[config.mk]
export PLATFORM = sky130hd
export DESIGN_NAME = tmr_core
export DESIGN_NICKNAME = d
export VERILOG_FILES = /design/src/rtl/tmr_pkg.sv /design/src/rtl/tmr_wave_chan.sv /design/src/rtl/tmr_core.sv
export SDC_FILE = /design/constraint.sdc
export NUM_CORES = 1
export LEC_CHECK = 0
export BUFFER_PORTS_ARGS = -buffer_cell sky130_fd_sc_hd__buf_2
export CAP_MARGIN = 30
export CORE_AREA = 5 5 96 98
export CTS_BUF_LIST = sky130_fd_sc_hd__clkbuf_2 sky130_fd_sc_hd__clkbuf_4 sky130_fd_sc_hd__clkbuf_8
export CTS_CLUSTER_DIAMETER = 80
export DETAILED_ROUTE_END_ITERATION = 7
export DIE_AREA = 0 0 101 103
export PLACE_DENSITY = 0.79
export SLEW_MARGIN = 20
export SYNTH_ARGS = -nofsm -noshare
export SYNTH_HDL_FRONTEND = slang
export SYNTH_SLANG_ARGS = --single-unit
[constraint.sdc]
create_clock -name clk_sys -period 3.5 [get_ports clk_sys]
set_input_delay 0.35 -clock clk_sys [delete_from_list [all_inputs] [get_ports clk_sys]]
set_output_delay 0.35 -clock clk_sys [all_outputs]
set_load 0.1 [all_outputs]
[src/rtl/tmr_pkg.sv]
// package: register map, fields and modes of the two-channel 8-bit timer
package tmr_pkg;
  localparam logic [7:0] ADDR_CTRL_FIRST = 8'hB0;
  localparam logic [7:0] ADDR_CTRL_SECOND = 8'hB1;
  localparam logic [7:0] ADDR_COUNT = 8'hB2;
  localparam logic [7:0] ADDR_CMP_A = 8'hB3;
  localparam logic [7:0] ADDR_CMP_B = 8'hB4;
  localparam logic [7:0] ADDR_MASK = 8'h70;
  localparam logic [7:0] ADDR_FLAGS = 8'h37;
  localparam logic [7:0] RESET_BYTE = 8'h00;
  localparam logic [7:0] COUNT_MAX = 8'hFF;
  localparam logic [7:0] COUNT_BOTTOM = 8'h00;
  localparam logic [7:0] COUNT_ONE = 8'h01;
  // field positions
  localparam int CMA_HI = 7;
  localparam int CMA_LO = 6;
  localparam int CMB_HI = 5;
  localparam int CMB_LO = 4;
  localparam int WM_HI = 1;
  localparam int WM_LO = 0;
  localparam int FORCE_A_BIT = 7;
  localparam int FORCE_B_BIT = 6;
  localparam int WM_HIGH_BIT = 3;
  localparam int CS_HI = 2;
  localparam int CS_LO = 0;
  localparam int FLAG_OVF = 0;
  localparam int FLAG_A = 1;
  localparam int FLAG_B = 2;
  localparam logic [7:0] MASK_CTRL_SECOND = 8'h0F;
  localparam logic [7:0] MASK_CTRL_FIRST = 8'hF3;
  localparam logic [7:0] MASK_FLAGS = 8'h07;
  localparam logic [9:0] PRESCALE_TERM = 10'h3FF;

  typedef enum logic [2:0] {
    WM_NORMAL = 3'h0,
    WM_PC_FF = 3'h1,
    WM_CLEAR_MATCH = 3'h2,
    WM_FAST_FF = 3'h3,
    WM_RSV4 = 3'h4,
    WM_PC_CMP = 3'h5,
    WM_RSV6 = 3'h6,
    WM_FAST_CMP = 3'h7
  } tmr_wave_mode_t;

  typedef struct packed {
    logic wr;
    logic rd;
    logic [7:0] addr;
    logic [7:0] wdata;
  } tmr_bus_req_t;

  typedef struct packed {
    logic [1:0] mode;
    logic match;
    logic at_top;
    logic at_bottom;
    logic up;
    logic pwm_fast;
    logic pwm_pc;
    logic force_hit;
  } tmr_chan_ev_t;
endpackage

[src/rtl/tmr_wave_chan.sv]
// one compare-output channel: waveform flip-flop and pin takeover
`timescale 1ns/100ps
module tmr_wave_chan (
  input wire logic clk_sys,
  input wire logic sys_rst,
  input wire tmr_pkg::tmr_chan_ev_t ev,
  input wire logic [7:0] cmp_value,
  input wire logic [7:0] top_value,
  output logic wave_out,
  output logic pin_takeover
);
  import tmr_pkg::*;
  logic level;
  wire pwm = ev.pwm_fast | ev.pwm_pc;
  // compare value at top with upper mode bit: action moves to top
  wire cmp_is_top = pwm && ev.mode[1] && (cmp_value == top_value);
  wire eff_match = ev.match & ~cmp_is_top;
  wire np_hit = !pwm && (ev.match || ev.force_hit);
  // non-pwm: 01 toggle, 10 clear, 11 set
  wire np_next = (ev.mode == 2'h1) ? ~level : ev.mode[0];
  // fast: 10 clears on match sets at bottom; 11 inverted
  wire f_bot = ev.pwm_fast && ev.mode[1] && ev.at_bottom && !cmp_is_top;
  wire f_match = ev.pwm_fast && ev.mode[1] && eff_match;
  // phase correct: 10 clears on up match, sets on down match
  wire p_match = ev.pwm_pc && ev.mode[1] && eff_match;
  wire t_hit = cmp_is_top && ev.at_top;
  logic next_level;
  assign next_level = np_hit && ev.mode != 2'h0 ? np_next :
    f_match ? ev.mode[0] :
    f_bot ? ~ev.mode[0] :
    p_match ? (ev.up ? ev.mode[0] : ~ev.mode[0]) :
    t_hit ? ~ev.mode[0] : level;
  always_ff @(posedge clk_sys) begin
    if (sys_rst) begin
      level <= 1'b0;
    end else begin
      level <= next_level;
    end
  end
  // fast/pc mode 01 is reserved: pin released
  assign pin_takeover = (ev.mode != 2'h0) && !(pwm && ev.mode == 2'h1);
  assign wave_out = level;
endmodule

[src/rtl/tmr_core.sv]
// timer core: registers, prescaler, counter, compare and flags
`timescale 1ns/100ps
// Notes on behaviour
// - nonzero output mode hands pin to waveform, except 01 in fast and phase correct pwm
// - non-pwm: none, toggle, clear, set on match
// - fast pwm: 01 reserved, 10/11 match vs bottom
// - phase correct: up match vs down match
// - compare at top: action done at top
// - mode field selects sequence and top
// - compare update and overflow points per mode
// - high mode bit in second control bit 3
// - force bit applies match action in non-pwm
// - force sets no flag, no clear
// - force bits read back zero
// - clock select: stop, /1 to /1024
// - counter readable and writable live
// - counter write blocks next compare match
// - compare registers checked against counter continuously
// - flag set on match, cleared by one
module tmr_core (
  input wire logic clk_sys,
  input wire logic sys_rst,
  input wire tmr_pkg::tmr_bus_req_t bus,
  output logic [7:0] rdata,
  input wire logic vec_ack_ovf,
  input wire logic vec_ack_a,
  input wire logic vec_ack_b,
  output logic wave_out_a,
  output logic wave_out_b,
  output logic pin_take_a,
  output logic pin_take_b,
  output logic irq_ovf,
  output logic irq_a,
  output logic irq_b
);
  import tmr_pkg::*;

  logic [7:0] ctrl_first, ctrl_second_keep, count, cmp_a, cmp_b;
  logic [7:0] buf_a, buf_b, mask, flags;
  logic [9:0] prescale;
  logic dir_down, block_match;
  logic [7:0] next_count;
  logic next_dir_down;

  function automatic logic hit(input logic [7:0] a, input logic [7:0] b);
    hit = (a == b);
  endfunction

  wire wr_first = bus.wr && hit(bus.addr, ADDR_CTRL_FIRST);
  wire wr_second = bus.wr && hit(bus.addr, ADDR_CTRL_SECOND);
  wire wr_count = bus.wr && hit(bus.addr, ADDR_COUNT);
  wire wr_cmp_a = bus.wr && hit(bus.addr, ADDR_CMP_A);
  wire wr_cmp_b = bus.wr && hit(bus.addr, ADDR_CMP_B);
  wire wr_mask = bus.wr && hit(bus.addr, ADDR_MASK);
  wire wr_flags = bus.wr && hit(bus.addr, ADDR_FLAGS);

  // high mode bit sits in the second control register
  tmr_wave_mode_t wmode;
  assign wmode = tmr_wave_mode_t'({ctrl_second_keep[WM_HIGH_BIT],
    ctrl_first[WM_HI:WM_LO]});
  wire [2:0] clock_select_field = ctrl_second_keep[CS_HI:CS_LO];

  wire m_fast = (wmode == WM_FAST_FF) || (wmode == WM_FAST_CMP);
  wire m_pc = (wmode == WM_PC_FF) || (wmode == WM_PC_CMP);
  wire m_ctc = (wmode == WM_CLEAR_MATCH);
  // reserved modes run as normal: the least surprising choice
  wire top_from_a = m_ctc || wmode == WM_PC_CMP || wmode == WM_FAST_CMP;
  wire [7:0] top_value = top_from_a ? cmp_a : COUNT_MAX;

  // prescaler free-runs; tick selects a tap
  logic tick;
  always_comb begin
    unique case (clock_select_field)
      3'h0: tick = 1'b0;
      3'h1: tick = 1'b1;
      3'h2: tick = &prescale[2:0];
      3'h3: tick = &prescale[4:0];
      3'h4: tick = &prescale[5:0];
      3'h5: tick = &prescale[6:0];
      3'h6: tick = &prescale[7:0];
      3'h7: tick = prescale == PRESCALE_TERM;
    endcase
  end

  wire at_top = count == top_value;
  wire at_bottom = count == COUNT_BOTTOM;
  // fast mode and phase correct: sync compare at top
  wire load_cmp = (m_fast && tick && at_top) ||
    (m_pc && tick && at_top) || !(m_fast || m_pc);
  wire match_a = tick && !block_match && hit(count, cmp_a);
  wire match_b = tick && !block_match && hit(count, cmp_b);

  always_comb begin
    next_count = count;
    next_dir_down = dir_down;
    if (m_pc) begin
      if (!dir_down && at_top) begin
        next_dir_down = 1'b1;
        next_count = count - COUNT_ONE;
      end else if (dir_down && at_bottom) begin
        next_dir_down = 1'b0;
        next_count = count + COUNT_ONE;
      end else begin
        next_count = dir_down ? count - COUNT_ONE : count + COUNT_ONE;
      end
    end else begin
      next_dir_down = 1'b0;
      next_count = at_top ? COUNT_BOTTOM : count + COUNT_ONE;
    end
  end

  // overflow: at max normally, bottom in pc, top in mode 7
  wire ovf_ev = tick && (m_pc ? (dir_down && at_bottom) :
    (wmode == WM_FAST_CMP) ? at_top : hit(count, COUNT_MAX));

  wire [7:0] flag_set = {5'h0, match_b, match_a, ovf_ev};
  wire [7:0] flag_clr = (wr_flags ? bus.wdata : RESET_BYTE) |
    {5'h0, vec_ack_b, vec_ack_a, vec_ack_ovf};

  always_ff @(posedge clk_sys) begin
    if (sys_rst) begin
      ctrl_first <= RESET_BYTE;
      ctrl_second_keep <= RESET_BYTE;
      count <= RESET_BYTE;
      cmp_a <= RESET_BYTE;
      cmp_b <= RESET_BYTE;
      buf_a <= RESET_BYTE;
      buf_b <= RESET_BYTE;
      mask <= RESET_BYTE;
      flags <= RESET_BYTE;
      prescale <= '0;
      dir_down <= 1'b0;
      block_match <= 1'b0;
    end else begin
      prescale <= prescale + 10'h001;
      if (wr_first) ctrl_first <= bus.wdata & MASK_CTRL_FIRST;
      if (wr_second) ctrl_second_keep <= bus.wdata & MASK_CTRL_SECOND;
      if (wr_mask) mask <= bus.wdata & MASK_FLAGS;
      if (wr_cmp_a) buf_a <= bus.wdata;
      if (wr_cmp_b) buf_b <= bus.wdata;
      if (load_cmp) begin
        cmp_a <= wr_cmp_a ? bus.wdata : buf_a;
        cmp_b <= wr_cmp_b ? bus.wdata : buf_b;
      end
      // set wins over a clear in the same cycle
      flags <= (flags & ~flag_clr) | flag_set;
      if (wr_count) begin
        count <= bus.wdata;
        block_match <= 1'b1;
      end else if (tick) begin
        count <= next_count;
        dir_down <= next_dir_down;
        block_match <= 1'b0;
      end
    end
  end

  // force only in non-pwm; no flag, no counter clear
  wire non_pwm = !(m_fast || m_pc);
  wire force_a = wr_second && non_pwm && bus.wdata[FORCE_A_BIT];
  wire force_b = wr_second && non_pwm && bus.wdata[FORCE_B_BIT];

  tmr_chan_ev_t ev_a, ev_b;
  assign ev_a = '{mode: ctrl_first[CMA_HI:CMA_LO], match: match_a,
    at_top: tick && at_top, at_bottom: tick && at_bottom && m_fast,
    up: !dir_down, pwm_fast: m_fast, pwm_pc: m_pc, force_hit: force_a};
  assign ev_b = '{mode: ctrl_first[CMB_HI:CMB_LO], match: match_b,
    at_top: tick && at_top, at_bottom: tick && at_bottom && m_fast,
    up: !dir_down, pwm_fast: m_fast, pwm_pc: m_pc, force_hit: force_b};

  tmr_wave_chan u_chan_a (
    .clk_sys(clk_sys), .sys_rst(sys_rst), .ev(ev_a), .cmp_value(cmp_a),
    .top_value(top_value), .wave_out(wave_out_a), .pin_takeover(pin_take_a));
  tmr_wave_chan u_chan_b (
    .clk_sys(clk_sys), .sys_rst(sys_rst), .ev(ev_b), .cmp_value(cmp_b),
    .top_value(top_value), .wave_out(wave_out_b), .pin_takeover(pin_take_b));

  // force bits never stored, so reads give zero
  assign rdata = hit(bus.addr, ADDR_CTRL_FIRST) ? ctrl_first :
    hit(bus.addr, ADDR_CTRL_SECOND) ? ctrl_second_keep :
    hit(bus.addr, ADDR_COUNT) ? count :
    hit(bus.addr, ADDR_CMP_A) ? buf_a :
    hit(bus.addr, ADDR_CMP_B) ? buf_b :
    hit(bus.addr, ADDR_MASK) ? mask :
    hit(bus.addr, ADDR_FLAGS) ? flags : RESET_BYTE;

  assign irq_ovf = flags[FLAG_OVF] & mask[FLAG_OVF];
  assign irq_a = flags[FLAG_A] & mask[FLAG_A];
  assign irq_b = flags[FLAG_B] & mask[FLAG_B];
endmodule

# Yosys cells after proc, flatten, opt, wreduce, memory -nomap -nowiden
# Cells that the tools add are included.
[classes]
n_addsub = 3
mul = 0
n_div = 0
n_lt_le_gt_ge = 0
n_eq_ne = 29
shifts = 0
muxes = 40
bitwise = 17
n_reduce_logical = 79
[op_table]
columns = ["op", "n"]
rows = [
  ["8-bit 2-to-1 mux", 18],
  ["1-bit logical AND", 49],
  ["8-bit equality test, second input constant", 6],
  ["8-bit equality test", 5],
  ["1-bit 2-to-1 mux", 21],
  ["3-bit equality test, second input constant", 6],
  ["8-bit by 3-bit OR with 8-bit output", 2],
  ["3-bit by 2-bit equality test with 1-bit output, second input constant", 4],
  ["10-bit by 1-bit adder with 10-bit output, second input constant", 1],
  ["10-bit equality test, second input constant", 1],
  ["5-bit nonzero test", 2],
  ["1-bit logical OR", 9],
  ["8-bit by 1-bit adder with 8-bit output, second input constant", 1],
  ["8-bit bitwise AND", 1],
  ["8-bit by 6-bit equality test with 1-bit output, second input constant", 1],
  ["8-bit by 7-bit equality test with 1-bit output, second input constant", 1],
  ["1-bit logical NOT", 8],
  ["8-bit logical NOT", 1],
  ["8-bit inverter", 1],
  ["1-bit case mux with 8 select lines", 1],
  ["8-bit AND reduction", 1],
  ["8-bit by 1-bit subtractor with 8-bit output, second input constant", 1],
  ["1-bit inverter", 7],
  ["7-bit AND reduction", 1],
  ["10 further kinds", 19],
]
[word_totals]
regBits = 75
latchBits = 0
ramBits = 0
romBits = 0
input_bits = 23
out_inout_bits = 15
elab_cells = 182
mem_count = 0

# Logic depth before layout (Yosys ltp)
[depth]
word_depth = 13
depth_mapped = 10
depth_no_buf = 9

# Modules after synthesis
# A second synthesis with hierarchy kept.
[unflattened]
cells_unflattened = 635
area_unflattened_um2 = 4928.5
[modules_own_cells]
columns = ["module", "instances", "cells_per_inst", "area_per_inst_um2", "seq_area_each_um2"]
rows = [
  ["tmr_core", 1, 547, 4335.4, 1461.4],
  ["tmr_wave_chan", 2, 44, 296.5, 20.0],
]

# Least setup slack after synthesis
# OpenSTA, ideal clock, no wires.
[synth_path]
path_kind = "input-to-output"
start = "in bus[8] in the netlist's numbering"
end = "out rdata[2]"
arrival_time_ns = 4.453
required_time_ns = 3.150
setup_slack_ns = -1.303
cell_stages = 4
n_path_buf = 3
cell_sequence = "clkbuf_1 -> clkbuf_1 -> clkbuf_1 -> o311ai_0"
[synth_via]
elab_chain_cells = 8
word_cells_on_any_way = 14
cone_classes = "eq/ne: 7; mux: 7"
[synth_rtl]
columns = ["item", "line", "rtl"]
rows = [
  ["start, declared", "tmr_core.sv:23", "input wire tmr_pkg::tmr_bus_req_t bus,"],
  ["8-bit by 6-bit equality test with 1-bit output", "tmr_core.sv:46", "hit = (a == b);"],
  ["8-bit 2-to-1 mux", "tmr_core.sv:185", "hit(bus.addr, ADDR_FLAGS) ? flags : RESET_BYTE;"],
  ["8-bit 2-to-1 mux", "tmr_core.sv:184", "hit(bus.addr, ADDR_MASK) ? mask :"],
  ["8-bit 2-to-1 mux", "tmr_core.sv:183", "hit(bus.addr, ADDR_CMP_B) ? buf_b :"],
  ["8-bit 2-to-1 mux", "tmr_core.sv:182", "hit(bus.addr, ADDR_CMP_A) ? buf_a :"],
  ["8-bit 2-to-1 mux", "tmr_core.sv:181", "hit(bus.addr, ADDR_COUNT) ? count :"],
  ["8-bit 2-to-1 mux", "tmr_core.sv:180", "hit(bus.addr, ADDR_CTRL_SECOND) ? ctrl_second_keep :"],
  ["8-bit 2-to-1 mux (*)", "tmr_core.sv:179", "assign rdata = hit(bus.addr, ADDR_CTRL_FIRST) ? ctrl_first :"],
  ["end, declared", "tmr_core.sv:24", "output logic [7:0] rdata,"],
]
# Mark *: on every way between the ends. The rest lies on a longest branch, timed or not.

# Final worst setup path
[layout_path]
start = "reg ctrl_second_keep[3]"
end = "reg count[7]"
[layout_via]
elab_chain_cells = 10
word_cells_on_any_way = 15
cone_classes = "eq/ne: 5; mux: 6; reduce/logical: 4"
[layout_rtl]
columns = ["item", "line", "rtl"]
rows = [
  ["start, declared", "tmr_core.sv:38", "logic [7:0] ctrl_first, ctrl_second_keep, count, cmp_a, cmp_b;"],
  ["start signal, assigned", "tmr_core.sv:137", "if (wr_second) ctrl_second_keep <= bus.wdata & MASK_CTRL_SECOND;"],
  ["3-bit by 2-bit equality test with 1-bit output / 3-bit equality test (equally long branches)", "tmr_core.sv:65, tmr_core.sv:64, tmr_core.sv:67", ""],
  ["1-bit logical OR (2 in a row)", "tmr_core.sv:67", "wire top_from_a = m_ctc || wmode == WM_PC_CMP || wmode == WM_FAST_CMP;"],
  ["8-bit 2-to-1 mux", "tmr_core.sv:68", "wire [7:0] top_value = top_from_a ? cmp_a : COUNT_MAX;"],
  ["8-bit equality test", "tmr_core.sv:85", "wire at_top = count == top_value;"],
  ["1-bit logical AND", "tmr_core.sv:97", "if (!dir_down && at_top) begin"],
  ["8-bit 2-to-1 mux", "tmr_core.sv:97", ""],
  ["8-bit 2-to-1 mux (*)", "tmr_core.sv:96", "if (m_pc) begin"],
  ["8-bit 2-to-1 mux (*)", "tmr_core.sv:150", "end else if (tick) begin"],
  ["8-bit 2-to-1 mux (*)", "tmr_core.sv:147", "if (wr_count) begin"],
  ["end signal, assigned", "tmr_core.sv:148", "count <= bus.wdata;"],
  ["end signal, assigned", "tmr_core.sv:151", "count <= next_count;"],
  ["end, declared", "tmr_core.sv:38", ""],
]
# Mark *: on every way between the ends. The rest lies on a longest branch, timed or not. The select of a mux whose other input is x is not followed.
# A chain may end at the register's enable or synchronous reset.

==> impl_metrics.json <==
{
  "insertion_delay_ps": 350,
  "drive_gt1_frac": 0.127,
  "grt_pass1_wl_mm": 23.6,
  "crit_type": "reg2reg",
  "ys_ff_latch": 75,
  "fillerInstances": 730,
  "clockBufferDepth": 2,
  "synthesis.nets": 640,
  "die_area_sq_um": 10400,
  "cts_sinks": 75,
  "finClkSkew_ps": 12.6,
  "path_cells": "or3b_1 -> a211oi_1 -> nor4_1 -> and4_1 -> a211oi_1 -> a31o_2 -> a221o_1",
  "dp.cells": 723,
  "fin_cells": 739,
  "dr.pass1.iters": 6,
  "initial_core_util": 0.570,
  "endpoint_kind": "flop",
  "powerDensity_nw_per_um2": 325,
  "holdBufCountCts": 0,
  "grt_pass1_vias": 4629,
  "synth_area_leaders": "dfxtp_1 (31%), nor2_1 (6.3%), mux2i_1 (5.9%), a21oi_1 (4.2%), nand2_1 (3.8%)",
  "fmaxAchievable_mhz": 345,
  "vdd_drop_max_v": 0.000299,
  "min_period_ps": 2900,
  "cts_tree": "done",
  "hold_viol_final": 0,
  "drv_cap": 0,
  "core_area_sq_um": 8380,
  "hold_slack_ps": 269,
  "pin_count": 38,
  "yosys_warnings": 0,
  "std_cell_rows": 34,
  "grt_max_degree": 50,
  "synthDistinctLibCells": 76,
  "cp-start-kind": "flop",
  "outcome": "completed",
  "dp_hpwl_mm": 10.2,
  "gp_routability_congestion": 0.914,
  "tightest_slew_ps": 849,
  "drcViolationCount": 0,
  "synthArstFlopShare": 0,
  "die_y_microns": 103,
  "clk_pin_slew_ps": 90,
  "synth_edf_count": 0,
  "htreeDepth": 3,
  "dr_total_vias": 4868,
  "synth_top_area_frac": 0.314,
  "final_max_slew_viol_count": 0,
  "yosys.area.top_type": "dfxtp_1",
  "critPathMaxFanout": 15,
  "cts_buffers": 9,
  "post_cts_buffers": 0,
  "fin_util": 0.625,
  "rsz0062_at_grt": "no",
  "setup_viol": 0,
  "cpMostUsedCell": "a211oi_1",
  "num_antenna_cells": 0,
  "slowest_delay_ps": 620,
  "die_x_microns": 101,
  "clock-root-buffer": "clkbuf_8",
  "avgSynthCellArea_sq_um": 7.82,
  "grt_use_total": 0.287,
  "cp.arrival_ps": 3150,
  "cp.required_ps": 3750,
  "vias_per_cell": 6.59,
  "portBuffers": 36,
  "overflow": 0,
  "maxSlewHeadroom": 0.429,
  "yosysSeqAreaShare": 0.314,
  "post-route-period-util": 0.829,
  "antenna_found_initial": 0,
  "cts.repair.resized": 0,
  "total_leakage_power_nw": 2.21,
  "drt_iter0_drc": 641,
  "num-nets-final": 655,
  "ys.flop_type": "dfxtp_1",
  "synthCells": 611,
  "postLayoutCellArea_sq_um": 5240,
  "final_antenna_net_count": 0,
  "cpMaxStageDelayCell": "dfxtp_1",
  "finalWirelength_mm": 14.4,
  "hold_class": "in2reg",
  "place_area_sq_um": 5020,
  "wire_per_inst_microns": 19.5,
  "syn_area_sq_um": 4780,
  "area_growth_pct": 9.61
}
## metrics by stage
step	total power [W]	TNS [ps]	setup slack, ps
5_1_grt	0.00177	0	374
4_1_cts	0.00170	0	644
3_3_place_gp	0.000962	0	729
2_1_floorplan	0.000930	-122	-122
6_report	0.00170	0	598
3_5_place_dp	0.000964	0	646
## layout make-up
type                       instances  area, sq um  area share
inverter                          16         60.1      0.0115
clock buffer                      10          131      0.0251
clock inverter                     6         90.1      0.0172
timing repair buffer              49          278      0.0530
tap                              108          135      0.0258
sequential                        75         1500       0.287
multi-input combinational        475         3040       0.581
## power by group
group / switching [W] / total [W] / leakage (nW) / internal [W]
sequential: 0.00000456 / 0.000861 / 0.604 / 0.000856
clock: 0.000347 / 0.000758 / 0.110 / 0.000411
combinational: 0.0000608 / 0.0000853 / 1.49 / 0.0000245
total: 0.000413 / 0.00170 / 2.21 / 0.00129
## final timing paths
| kind | start | end | slack (ps) | cells after the start |
|---|---|---|---|---|
| setup reg to reg | ctrl_second_keep[3] | count[7] | 600 | 7 |
| hold reg to reg | flags[4] | flags[4] | 440 | 2 |
| setup / recovery | ctrl_second_keep[3] | count[7] | 600 | 7 |
| hold / removal | vec_ack_a | flags[1] | 270 | 3 |
## logic make-up after synthesis
group | count (synthesis) | share of synthesized area
xor+xnor | 28 | 0.0513
mux | 28 | 0.0587
buf+inv | 61 | 0.0516
fa+ha+maj | 6 | 0.0157
simple gates | 246 | 0.263
compound gates | 167 | 0.245
flops | 75 | 0.314
## Yosys cell counts, types with 8 or more instances
cell type   n
a21oi_1    40
nor3_1     10
a211oi_1   22
o21ai_0    24
and3_1      8
xor2_1     10
inv_1      16
nand3_1    22
clkbuf_1   30
nand2_1    49
nand2b_1    9
mux2i_1    28
xnor2_1    18
o22ai_1     8
nand3b_1    8
dfxtp_1    75
nor2_1     80
a21o_1      9
buf_2       8
## worst max-delay path: cells and delay by family (launching register included)
kind / cells / cell delay (ps)
compound gates: 4 / 880
flops: 1 / 620
simple gates: 3 / 1280
## cells in the final DEF, fill, tap and decap left out, drive strengths merged, types with 9 or more instances in the layout
cell and n:
nor2 80, a211oi 22, inv 16, nand3 22, xnor2 18, xor2 10
o21ai 25, clkbuf 10, a21oi 40, buf 49, a21o 9, nor3 11
nand2b 9, mux2i 28, nand2 49, dfxtp 75
## state kept, by name, indices dropped and copies added (netlist names)
name               count
prescale              10
buf_a                  8
buf_b                  8
cmp_a                  8
cmp_b                  8
count                  8
flags                  8
ctrl_first             6
ctrl_second_keep       4
mask                   3
block_match            1
dir_down               1
u_chan_a.wave_out      1
u_chan_b.wave_out      1
## routing by layer
metal  vias to the layer above  track usage  wire length (microns)
li1                       2268            -                      -
met1                      2294        0.378                   6030
met2                       266        0.460                   6610
met3                        40       0.0616                   1370
met4                         0        0.113                    421
met5                         -            0                      0
Note: power is estimated with default switching activity, not from simulation.
